### config.mk
export PLATFORM = sky130hd
export DESIGN_NAME = dpr_core
export DESIGN_NICKNAME = d
export VERILOG_FILES = /design/src/logic/dpr_pkg.sv /design/src/logic/dpr_core.sv /design/src/logic/dpr_bank_timer.sv /design/src/logic/dpr_refresh_counter.sv
export SDC_FILE = /design/constraint.sdc
export NUM_CORES = 1
export LEC_CHECK = 0
export BUFFER_PORTS_ARGS = -buffer_cell sky130_fd_sc_hd__buf_2
export CAP_MARGIN = 10
export CORE_MARGIN = 3
export CORE_UTILIZATION = 35
export DETAILED_ROUTE_END_ITERATION = 8
export PLACE_DENSITY = 0.56
export SETUP_SLACK_MARGIN = 0.02
export SYNTH_ARGS = -nofsm -noshare
export SYNTH_HDL_FRONTEND = slang
export SYNTH_HIERARCHICAL = 1
export SYNTH_SLANG_ARGS = --single-unit
export TNS_END_PERCENT = 20
### constraint.sdc
create_clock -name core_clk -period 3.9 [get_ports core_clk]
set_input_delay 0.78 -clock core_clk [delete_from_list [all_inputs] [get_ports core_clk]]
set_output_delay 0.78 -clock core_clk [all_outputs]
set_load 0.1 [all_outputs]
### src/logic/dpr_pkg.sv
// Package for the DDR2 precharge, refresh and power-down command block
package dpr_pkg;
  // Bank count and widths
  localparam int NUM_BANKS = 4;
  localparam int BANK_W = 2;
  localparam int ROW_W = 13;
  localparam int CNT_W = 8;
  // Row count that the refresh counter walks through
  localparam logic [ROW_W-1:0] ROW_LAST = 13'h1fff;
  localparam logic [ROW_W-1:0] ROW_RESET = 13'h0000;
  // Clock period in ps and analog timings in ps
  localparam int CLK_PS = 4000;
  localparam int TRAS_PS = 45000;
  localparam int TRP_PS = 15000;
  localparam int TRFC_PS = 105000;
  // Self-refresh internal timer: 7.8 us in ns
  localparam int TREFI_NS = 7800;
  // Derived cycle counts; least times round up, never below one cycle
  localparam logic [CNT_W-1:0] TRAS_CYC = CNT_W'((TRAS_PS + CLK_PS - 1) / CLK_PS);
  localparam logic [CNT_W-1:0] TRP_CYC = CNT_W'((TRP_PS + CLK_PS - 1) / CLK_PS);
  localparam logic [CNT_W-1:0] TRFC_CYC = CNT_W'((TRFC_PS + CLK_PS - 1) / CLK_PS);
  localparam int TREFI_CYC = (TREFI_NS * 1000) / CLK_PS;
  // Mode register field limits for write recovery
  localparam logic [2:0] WR_MIN = 3'h2;
  localparam logic [2:0] WR_MAX = 3'h6;
  // Reset values
  localparam logic [CNT_W-1:0] CNT_RESET = 8'h00;
  localparam logic [BANK_W-1:0] BANK_RESET = 2'h0;

  // Decoded command
  typedef enum logic [3:0] {
    CMD_NOP, CMD_DESEL, CMD_MRS, CMD_REF, CMD_SELF, CMD_PRE, CMD_ACT,
    CMD_WR, CMD_RD, CMD_PDE, CMD_EXIT, CMD_ILLEGAL
  } dpr_cmd_type;

  // Power state of the device
  typedef enum logic [2:0] {
    PS_ACTIVE, PS_PRE_PD, PS_ACT_PD_FAST, PS_ACT_PD_SLOW, PS_SELF
  } dpr_pwr_type;

  // Command pins as sampled
  typedef struct packed {
    logic cke;
    logic cs_n;
    logic ras_n;
    logic cas_n;
    logic we_n;
    logic [BANK_W-1:0] bank;
    logic a10;
  } dpr_pins_type;

  // Mode register fields the block uses
  typedef struct packed {
    logic [2:0] wr;
    logic [3:0] wl;
    logic [3:0] bl_half;
    logic pd_slow;
  } dpr_mode_type;

  // Per-bank status
  typedef struct packed {
    logic [NUM_BANKS-1:0] open;
    logic [NUM_BANKS-1:0] precharging;
  } dpr_bank_type;

  // Buffer and DLL enables
  typedef struct packed {
    logic in_buf_en;
    logic out_buf_en;
    logic dll_en;
    logic refresh_busy;
  } dpr_power_type;
endpackage : dpr_pkg

### src/logic/dpr_core.sv
// DDR2 device command block: auto-precharge, refresh and power-down states
`timescale 1ns/100ps
module dpr_core (
  input wire logic core_clk,
  input wire logic arst_n,
  input wire dpr_pkg::dpr_pins_type pins,
  input wire dpr_pkg::dpr_mode_type mode,
  output dpr_pkg::dpr_cmd_type cmd,
  output dpr_pkg::dpr_pwr_type pwr_state,
  output dpr_pkg::dpr_bank_type bank_status,
  output dpr_pkg::dpr_power_type power,
  output logic [dpr_pkg::ROW_W-1:0] refresh_row,
  output logic refresh_strobe,
  output logic protocol_error
);
  import dpr_pkg::*;

  ////////////////////////////////////////////////////////////////////////////
  // Pin synchronisers
  dpr_pins_type pins_s1_reg, pins_s2_reg;
  logic cke_prev_reg;

  // Two flops before any logic reads the pins
  always_ff @(posedge core_clk or negedge arst_n) begin
    if (!arst_n) begin
      pins_s1_reg <= '0;
      pins_s2_reg <= '0;
      cke_prev_reg <= 1'b0;
    end else begin
      pins_s1_reg <= pins;
      pins_s2_reg <= pins_s1_reg;
      cke_prev_reg <= pins_s2_reg.cke;
    end
  end

  ////////////////////////////////////////////////////////////////////////////
  // Command decode
  dpr_cmd_type cmd_dec;
  logic nop_like;

  assign nop_like = pins_s2_reg.cs_n ||
                    (pins_s2_reg.ras_n && pins_s2_reg.cas_n && pins_s2_reg.we_n);

  // Decode on previous and current CKE with the command pins
  always_comb begin
    cmd_dec = CMD_NOP;
    if (!cke_prev_reg) begin
      if (pins_s2_reg.cke && nop_like) begin
        cmd_dec = CMD_EXIT;
      end else begin
        cmd_dec = CMD_NOP;
      end
    end else if (!pins_s2_reg.cke) begin
      if (nop_like) begin
        cmd_dec = CMD_PDE;
      end else if (!pins_s2_reg.ras_n && !pins_s2_reg.cas_n && pins_s2_reg.we_n) begin
        cmd_dec = CMD_SELF;
      end else begin
        cmd_dec = CMD_ILLEGAL;
      end
    end else if (pins_s2_reg.cs_n) begin
      cmd_dec = CMD_DESEL;
    end else begin
      case ({pins_s2_reg.ras_n, pins_s2_reg.cas_n, pins_s2_reg.we_n})
        3'h0: cmd_dec = CMD_MRS;
        3'h1: cmd_dec = CMD_REF;
        3'h2: cmd_dec = CMD_PRE;
        3'h3: cmd_dec = CMD_ACT;
        3'h4: cmd_dec = CMD_WR;
        3'h5: cmd_dec = CMD_RD;
        default: cmd_dec = CMD_NOP;
      endcase
    end
  end

  ////////////////////////////////////////////////////////////////////////////
  // Power state machine
  dpr_pwr_type pwr_reg, pwr_next;
  logic [CNT_W-1:0] rfc_reg, rfc_next;
  logic err_reg, err_next;
  logic any_open;
  logic live;

  // Bank and refresh commands only act while awake
  assign live = (pwr_reg == PS_ACTIVE);

  // Next power state, refresh busy time and error flag
  always_comb begin
    pwr_next = pwr_reg;
    rfc_next = (rfc_reg != CNT_RESET) ? rfc_reg - 8'h01 : rfc_reg;
    err_next = err_reg;
    case (pwr_reg)
      PS_ACTIVE: begin
        if (cmd_dec == CMD_PDE) begin
          // Mode chosen by open banks and the A12 mode bit
          if (!any_open) begin
            pwr_next = PS_PRE_PD;
          end else if (mode.pd_slow) begin
            pwr_next = PS_ACT_PD_SLOW;
          end else begin
            pwr_next = PS_ACT_PD_FAST;
          end
        end else if (cmd_dec == CMD_SELF) begin
          pwr_next = PS_SELF;
        end else if (cmd_dec == CMD_REF) begin
          rfc_next = TRFC_CYC;
        end
        if (cmd_dec == CMD_ILLEGAL) begin
          err_next = 1'b1;
        end
        // Refresh with an open bank breaks the controller's side
        if (cmd_dec == CMD_REF && any_open) begin
          err_next = 1'b1;
        end
        if (cmd_dec == CMD_WR && (mode.wr < WR_MIN || mode.wr > WR_MAX)) begin
          err_next = 1'b1;
        end
      end
      PS_PRE_PD, PS_ACT_PD_FAST, PS_ACT_PD_SLOW: begin
        if (cmd_dec == CMD_EXIT) begin
          pwr_next = PS_ACTIVE;
        end
      end
      PS_SELF: begin
        // Exit needs CKE high with NOP or deselect on the command pins
        if (cmd_dec == CMD_EXIT) begin
          pwr_next = PS_ACTIVE;
        end
      end
      default: pwr_next = PS_ACTIVE;
    endcase
  end

  // Power state registers
  always_ff @(posedge core_clk or negedge arst_n) begin
    if (!arst_n) begin
      pwr_reg <= PS_ACTIVE;
      rfc_reg <= CNT_RESET;
      err_reg <= 1'b0;
    end else begin
      pwr_reg <= pwr_next;
      rfc_reg <= rfc_next;
      err_reg <= err_next;
    end
  end

  ////////////////////////////////////////////////////////////////////////////
  // Banks
  logic [NUM_BANKS-1:0] open_vec, prech_vec;
  logic [CNT_W-1:0] wr_ap_delay;

  // Burst end plus write recovery, counted from the write command
  assign wr_ap_delay = CNT_W'({4'h0, mode.wl} + {4'h0, mode.bl_half} + {5'h00, mode.wr});

  // One timer per bank; other banks keep taking commands
  for (genvar b = 0; b < NUM_BANKS; b++) begin : g_bank
    logic hit;
    assign hit = live && (pins_s2_reg.bank == BANK_W'(b));
    dpr_bank_timer u_bank (
      .core_clk(core_clk),
      .arst_n(arst_n),
      .act(hit && cmd_dec == CMD_ACT),
      .pre(live && cmd_dec == CMD_PRE && (hit || pins_s2_reg.a10)),
      .wr_ap(hit && cmd_dec == CMD_WR && pins_s2_reg.a10),
      .wr_ap_delay(wr_ap_delay),
      .open_now(open_vec[b]),
      .precharging(prech_vec[b])
    );
  end

  assign any_open = |open_vec;

  ////////////////////////////////////////////////////////////////////////////
  // Refresh row counter
  dpr_refresh_counter u_refresh (
    .core_clk(core_clk),
    .arst_n(arst_n),
    .auto_ref(live && cmd_dec == CMD_REF),
    .self_mode(pwr_reg == PS_SELF),
    .ref_row(refresh_row),
    .row_strobe(refresh_strobe)
  );

  ////////////////////////////////////////////////////////////////////////////
  // Outputs
  dpr_power_type power_next, power_reg;
  dpr_cmd_type cmd_reg;

  // Buffer and DLL enables by power state
  always_comb begin
    power_next.in_buf_en = (pwr_next == PS_ACTIVE);
    power_next.out_buf_en = (pwr_next == PS_ACTIVE);
    power_next.dll_en = (pwr_next == PS_ACTIVE) || (pwr_next == PS_ACT_PD_FAST);
    power_next.refresh_busy = (rfc_next != CNT_RESET) || (pwr_next == PS_SELF);
  end

  // Output registers
  always_ff @(posedge core_clk or negedge arst_n) begin
    if (!arst_n) begin
      power_reg <= '0;
      cmd_reg <= CMD_NOP;
    end else begin
      power_reg <= power_next;
      cmd_reg <= cmd_dec;
    end
  end

  assign power = power_reg;
  assign cmd = cmd_reg;
  assign pwr_state = pwr_reg;
  assign bank_status.open = open_vec;
  assign bank_status.precharging = prech_vec;
  assign protocol_error = err_reg;
endmodule : dpr_core

### src/logic/dpr_bank_timer.sv
// One bank: open state, tRAS hold-off for auto-precharge only, and write auto-precharge countdown
`timescale 1ns/100ps
module dpr_bank_timer (
  input wire logic core_clk,
  input wire logic arst_n,
  input wire logic act,
  input wire logic pre,
  input wire logic wr_ap,
  input wire logic [dpr_pkg::CNT_W-1:0] wr_ap_delay,
  output logic open_now,
  output logic precharging
);
  import dpr_pkg::*;

  logic open_reg, open_next;
  logic ap_pend_reg, ap_pend_next;
  logic [CNT_W-1:0] ras_reg, ras_next;
  logic [CNT_W-1:0] ap_reg, ap_next;
  logic [CNT_W-1:0] rp_reg, rp_next;

  // Next state of the bank
  always_comb begin
    open_next = open_reg;
    ap_pend_next = ap_pend_reg;
    ras_next = (ras_reg != CNT_RESET) ? ras_reg - 8'h01 : ras_reg;
    ap_next = (ap_reg != CNT_RESET) ? ap_reg - 8'h01 : ap_reg;
    rp_next = (rp_reg != CNT_RESET) ? rp_reg - 8'h01 : rp_reg;
    if (act) begin
      open_next = 1'b1;
      ras_next = TRAS_CYC;
    end
    if (wr_ap) begin
      ap_pend_next = 1'b1;
      ap_next = wr_ap_delay;
    end
    // Precharge after burst plus WR, held off until tRAS is met
    if (ap_pend_reg && ap_reg == CNT_RESET && ras_reg == CNT_RESET) begin
      ap_pend_next = 1'b0;
      open_next = 1'b0;
      rp_next = TRP_CYC;
    end
    if (pre && open_reg) begin
      open_next = 1'b0;
      rp_next = TRP_CYC;
    end
  end

  // Bank registers
  always_ff @(posedge core_clk or negedge arst_n) begin
    if (!arst_n) begin
      open_reg <= 1'b0;
      ap_pend_reg <= 1'b0;
      ras_reg <= CNT_RESET;
      ap_reg <= CNT_RESET;
      rp_reg <= CNT_RESET;
    end else begin
      open_reg <= open_next;
      ap_pend_reg <= ap_pend_next;
      ras_reg <= ras_next;
      ap_reg <= ap_next;
      rp_reg <= rp_next;
    end
  end

  assign open_now = open_reg;
  assign precharging = (rp_reg != CNT_RESET);
endmodule : dpr_bank_timer

### src/logic/dpr_refresh_counter.sv
// Internal refresh row counter and self-refresh interval timer
`timescale 1ns/100ps
module dpr_refresh_counter (
  input wire logic core_clk,
  input wire logic arst_n,
  input wire logic auto_ref,
  input wire logic self_mode,
  output logic [dpr_pkg::ROW_W-1:0] ref_row,
  output logic row_strobe
);
  import dpr_pkg::*;

  localparam int TW = $clog2(TREFI_CYC + 1);
  localparam logic [TW-1:0] TIMER_LAST = TW'(TREFI_CYC - 1);

  logic [ROW_W-1:0] row_reg, row_next;
  logic [TW-1:0] tmr_reg, tmr_next;
  logic strobe_reg, strobe_next;
  logic tick;

  // Self-refresh tick from the built-in timer
  assign tick = self_mode && (tmr_reg == TIMER_LAST);

  // Row advance on auto-refresh or timer tick
  always_comb begin
    tmr_next = self_mode ? ((tick) ? '0 : tmr_reg + 1'b1) : '0;
    row_next = row_reg;
    strobe_next = auto_ref | tick;
    if (auto_ref | tick) begin
      row_next = (row_reg == ROW_LAST) ? ROW_RESET : row_reg + 13'h0001;
    end
  end

  // Counter registers
  always_ff @(posedge core_clk or negedge arst_n) begin
    if (!arst_n) begin
      row_reg <= ROW_RESET;
      tmr_reg <= '0;
      strobe_reg <= 1'b0;
    end else begin
      row_reg <= row_next;
      tmr_reg <= tmr_next;
      strobe_reg <= strobe_next;
    end
  end

  assign ref_row = row_reg;
  assign row_strobe = strobe_reg;
endmodule : dpr_refresh_counter

; After elaboration in Yosys (flattened, before gate mapping)
; Index checks and enable logic that the tools add are counted.
[word_totals]
register_bits = 165
word_cells = 263
out_inout_bits = 34
input_bits = 22
[classes]
n_reduce_logical = 102
magnitude_cmp = 2
n_addsub = 17
muxes = 72
n_bitwise = 1
n_eq_ne = 24
[ops]
columns = operator, n
row1 = $mux 8, 33
row2 = $reduce_bool 8->1, 14
row3 = $sub 8x1->8 const B, 13
row4 = $logic_not 8->1, 8
row5 = $logic_and 1x1->1, 42
row6 = $reduce_bool 3->1, 9
row7 = $mux 1, 24
row8 = $mux 4, 6
row9 = $pmux 4 s6, 1
row10 = $reduce_bool 2->1, 12
row11 = $mux 11, 2
row12 = $eq 4x3->1 const B, 4
row13 = $eq 3x2->1 const B, 5
row14 = $add 13x1->13 const B, 1
row15 = $eq 13x13->1 const B, 1
row16 = $mux 13, 1
row17 = $eq 3x3->1 const B, 4
row18 = $eq 4x4->1 const B, 3
row19 = $add 11x1->11 const B, 1
row20 = $eq 11x11->1 const B, 1
row21 = $logic_not 3->1, 3
row22 = $mux 3, 3
row23 = $logic_or 1x1->1, 8
row24 = $reduce_or 4->1, 2
row25 = other kinds (14), 17

; Logic depth before layout (Yosys ltp)
[logic_depth]
depth_word = 14
mapped_depth = 10
depth_no_buf = 10

; Hierarchy
; The synthesis kept the hierarchy.
[modules_own_cells]
columns = mod, n_inst, seq_area_each_um2, cells_each, area_per_inst_um2
row1 = dpr_bank_timer at g_bank[0].u_bank ..., 3, 650.6, 147, 1458.9
row2 = dpr_core, 1, 900.9, 200, 1984.4
row3 = dpr_bank_timer at g_bank[1].u_bank, 1, 650.6, 149, 1447.6
row4 = dpr_refresh_counter, 1, 625.6, 116, 1242.4

; Worst setup path after synthesis
; Ideal clock, no wire load.
[synth_path]
path_type = register to register
start = register pwr_reg[1] (netlist: pwr_state[1])
end = register u_refresh.row_reg[12] (netlist: u_refresh/ref_row[12])
path_buffers = 1
setup_slack_ps = 1252
path_stages_with_launch = 8
arrival_time_ps = 2567
setup_ps = 80
synth_period_minus_slack_ps = 2648
required_ps = 3820
cell_sequence = dfrtp_1 nor3_1 nand4_1 nor2_4 a41oi_2 buf_2 nor4_1 xnor2_1
[synth_between]
elab_chain_len = 3
word_cells_on_any_way = 5
classes_between = eq/ne (1) / bitwise (1) / reduce/logical (3)
[synth_lines]
columns = element, line_no
row1 = start: declaration, dpr_core.sv:78  ; dpr_pwr_type pwr_reg, pwr_next;
row2 = start signal: assignment, dpr_core.sv:141  ; pwr_reg <= pwr_next;
row3 = $eq 3x3->1 / $logic_not 3->1 (equally long branches), "dpr_core.sv:179, dpr_core.sv:85"
row4 = "$logic_and 1x1->1, on equally long branches", "dpr_refresh_counter.sv:22, dpr_core.sv:178"
row5 = $or 1x1->1 *, dpr_refresh_counter.sv:29  ; if (auto_ref | tick) begin
row6 = end signal: assignment, dpr_refresh_counter.sv:41  ; row_reg <= row_next;
row7 = end: declaration, dpr_refresh_counter.sv:16  ; logic [ROW_W-1:0] row_reg, row_next;
; Mark *: on every way between the ends. The rest lies on a longest branch, timed or not.
; A chain may end at the register's enable or synchronous reset.

==> results.json <==
{
  "status": "complete, no violations",
  "post_synth_inst_count": 906,
  "cts_max_level": 4,
  "largest_net_degree_at_the_start_of_global_routing": 80,
  "setup.worst_path.end_class": "output pin",
  "postSynthAreaPerCell_sq_um": 9.99,
  "rrSetupSlack_ns": 1.24,
  "design.final.nets": 1014,
  "hold_class": "input port to asynchronous set/reset pin",
  "timing.critical_path.from": "g_bank[1].u_bank/rp_reg[0]",
  "r2r_start": "pins_s2_reg[7]",
  "unrepaired_setup_endpoints_after_global_routing": "no",
  "combPwrFrac_pct": 37.5,
  "grt_pass1_wl_um": 30700,
  "r2r_end": "u_refresh/ref_row[0]",
  "cts_buffers": 17,
  "place.gp.congestion": 0.794,
  "report.final.setup_viol": 0,
  "gr-total-overflow": 0,
  "vias_in_the_first_global_route": 6183,
  "critical_path.cell_chain": "inv_1 > ha_1 > nor3b_1 > nand2_1 > buf_2",
  "floorplan.initialDensity_pct": 35.7,
  "worstSetupStartpointType": "flip-flop",
  "syn2layout_area_growth_pct": 12.3,
  "num_rows": 58,
  "ioPinCount": 56,
  "routed_wl_um": 17700,
  "yosysTopAreaCell": "dfrtp_1",
  "routed_via_density": 4.96,
  "synth_flop_cell": "dfrtp_1",
  "postCtsSetupRepairBufs": 0,
  "synth-edff-count": 0,
  "cts.reportedPaths.clkPinSlew_ns": 0.07,
  "tns_ns": 0,
  "synth_warnings": 6,
  "cp.required_ns": 3.12,
  "postLayoutCellArea_sq_um": 10200,
  "leakage_component_of_the_power_uw": 0.00445,
  "postPlaceCellArea_sq_um": 9580,
  "route.detailed.drc": 0,
  "die-area_sq_um": 27800,
  "swShare_pct": 40.7,
  "synth_seq_cells": 165,
  "die_height_um": 167,
  "clockBufferDepth": 2,
  "worst_path_largest_cell_delay_ns": 0.42,
  "hold_viol_final": 0,
  "layout-drive-gt1-share_pct": 17.3,
  "dieWidth_um": 167,
  "ant_nets": 0,
  "synth.lib_cells_used.distinct": 72,
  "total_count_of_max_transition_violations_in_the_final_report": 0,
  "synth-async-reset-ratio_pct": 100,
  "final_period_utilization_pct": 74.3,
  "tritoncts_clock_tree": "built",
  "vias": 6464,
  "critPathSlowestCell": "dfrtp_1",
  "cts_repair_resize_count": 0,
  "drt-wirelength-per-cell_um": 13.6,
  "clock_sink_count": 165,
  "coreArea_sq_um": 25300,
  "cts_root_buf": "clkbuf_16",
  "timing.clock.skew_ns": 0.0168,
  "drv.max_cap_violation_count": 0,
  "power.share.clock_pct": 22.3,
  "synth.area.top_cells": "dfrtp_1, xnor2_1, nor2_1",
  "irDropWorstVdd_uv": 313,
  "dr_iter_0_viols": 364,
  "clkLatencyLatePin_ns": 0.44,
  "synth_seq_area_share_pct": 45.6,
  "power.sequential.fraction_pct": 40.2,
  "worst_r2r_path_depth": 8,
  "worst-path-max-fanout": 6,
  "p_int_uw": 4400,
  "place.detailed.hpwl_um": 12500,
  "synth_largest_type_area_fraction_pct": 45.6,
  "worst_slew_pin_slew_ns": 0.893,
  "antenna_found_initial": 0,
  "netSwitchingPower_uw": 3020,
  "netlist_area_sq_um": 9050,
  "gr-usage-all-layers_pct": 13.2,
  "numPortBuffers": 55,
  "post-route-min-period_ns": 2.90,
  "critPathKind": "flip-flop to output pin",
  "worst_slew_margin_rel_pct": 40.2,
  "max_freq_mhz": 345,
  "insertedDiodeCount": 0,
  "worst-endpoint-arrival_ns": 2.12,
  "powerDensity_nw_per_um2": 730,
  "postCtsHoldBufs": 0,
  "drt_pass1_iterations": 4
}
-- power by group through the flow --
stage | clock [uW] | sequential [uW] | combinational (uW)
global route | 1780 | 3090 | 3140
detailed placement | 0 | 3000 | 2810
CTS | 1710 | 2980 | 2820
floorplan | 0 | 3200 | 2050
global placement | 0 | 3000 | 2760
finish | 1650 | 2980 | 2780
-- critical path: cells and delay by family (launching register included) --
family / cells / cell delay, ns
buf+inv: 2 / 0.46
simple gates: 2 / 0.62
flops: 1 / 0.42
fa+ha+maj: 1 / 0.19
-- worst max path at each step --
stage / end / slack, ns
2_1_floorplan: u_refresh/ref_row[12] / 1.25
3_3_place_gp: g_bank[3].u_bank/ap_reg[3] / 1.22
3_5_place_dp: g_bank[2].u_bank/ap_reg[3] / 1.20
4_1_cts: bank_status[0] / 0.99
5_1_grt: bank_status[3] / 0.78
6_report: bank_status[1] / 1.00
-- cells by family (layout without fill, tap and decap cells) --
| group | count (synthesis) | count (layout) | share of synthesized area, % |
|---|---|---|---|
| adders and majority gates | 33 | 33 | 4.89 |
| and+or+nand+nor | 372 | 372 | 23.1 |
| xor gates and xnor gates | 62 | 62 | 6.00 |
| buffers and inverters | 88 | 147 | 4.95 |
| muxes | 36 | 36 | 4.24 |
| other | 1 | 8 | 0.0414 |
| DFF | 165 | 165 | 45.6 |
| AOI/OAI and AO/OA | 149 | 149 | 11.2 |
-- synthesized netlist by cell type (5+ instances only) --
cell      count
nor3b_1      14
ha_1         29
nand3b_1      5
nand4_1       9
or3b_2        6
buf_4         6
nor3_1       27
inv_1        55
mux2i_1      17
or2_1         5
xor2_1       14
or4_1        10
nand3_1      23
nor4b_2       5
and3_1        6
a21oi_1      34
a21o_1       12
a31oi_1      16
o31ai_1      11
or3_1        10
xnor2_1      48
nor4_2        9
nor2b_1      13
clkbuf_1      6
nor2_1      108
nand2b_1     13
dfrtp_1     165
nor3_2        7
and2_1        5
o21ai_0      28
a22o_1        5
mux2_2       16
a211oi_1     12
buf_6        12
nand2_1      70
-- layout make-up --
| class | instances | area, sq um |
|---|---|---|
| clock inverters | 15 | 156 |
| multi-input cells | 660 | 4510 |
| repair buffers | 59 | 324 |
| well taps | 330 | 413 |
| flip-flops and latches | 165 | 4130 |
| clock buffers | 17 | 425 |
| fillers | 2509 | 15200 |
| inverters | 56 | 210 |
-- metrics by stage --
stage          setup slack (ns)  hold WS, ns  util (%)  std cells  power, uW
3_5_place_dp               1.20        0.335      37.8       1270       5810
5_1_grt                   0.777        0.346      40.1       1302       8010
2_1_floorplan              1.25        0.331         -        913       5250
3_3_place_gp               1.22        0.332      37.8       1270       5760
4_1_cts                   0.987        0.331      40.1       1302       7510
6_report                   1.00        0.315      40.1       1302       7420
-- cell usage in the layout, fill, tap and decap left out, drive strengths merged, types with 17 or more instances in the layout --
cell,synthesis,layout
nor3,34,34
ha,29,29
o21ai,32,32
inv,56,66
nor2,110,110
buf,26,59
clkbuf,6,17
nand3,23,23
mux2,19,19
xnor2,48,48
mux2i,17,17
a21oi,37,37
nand2,70,70
dfrtp,165,165
-- layer usage --
layer / global-route usage (%) / share of wire [%] / vias up
met1: 18.9 / 51 / 3108
met2: 19.5 / 44 / 94
met4: 4.12 / 1.3 / 0
met3: 3.30 / 4.0 / 13
li1: - / - / 3249
met5: 0 / 0 / -
(Power assumes the default switching activity.)
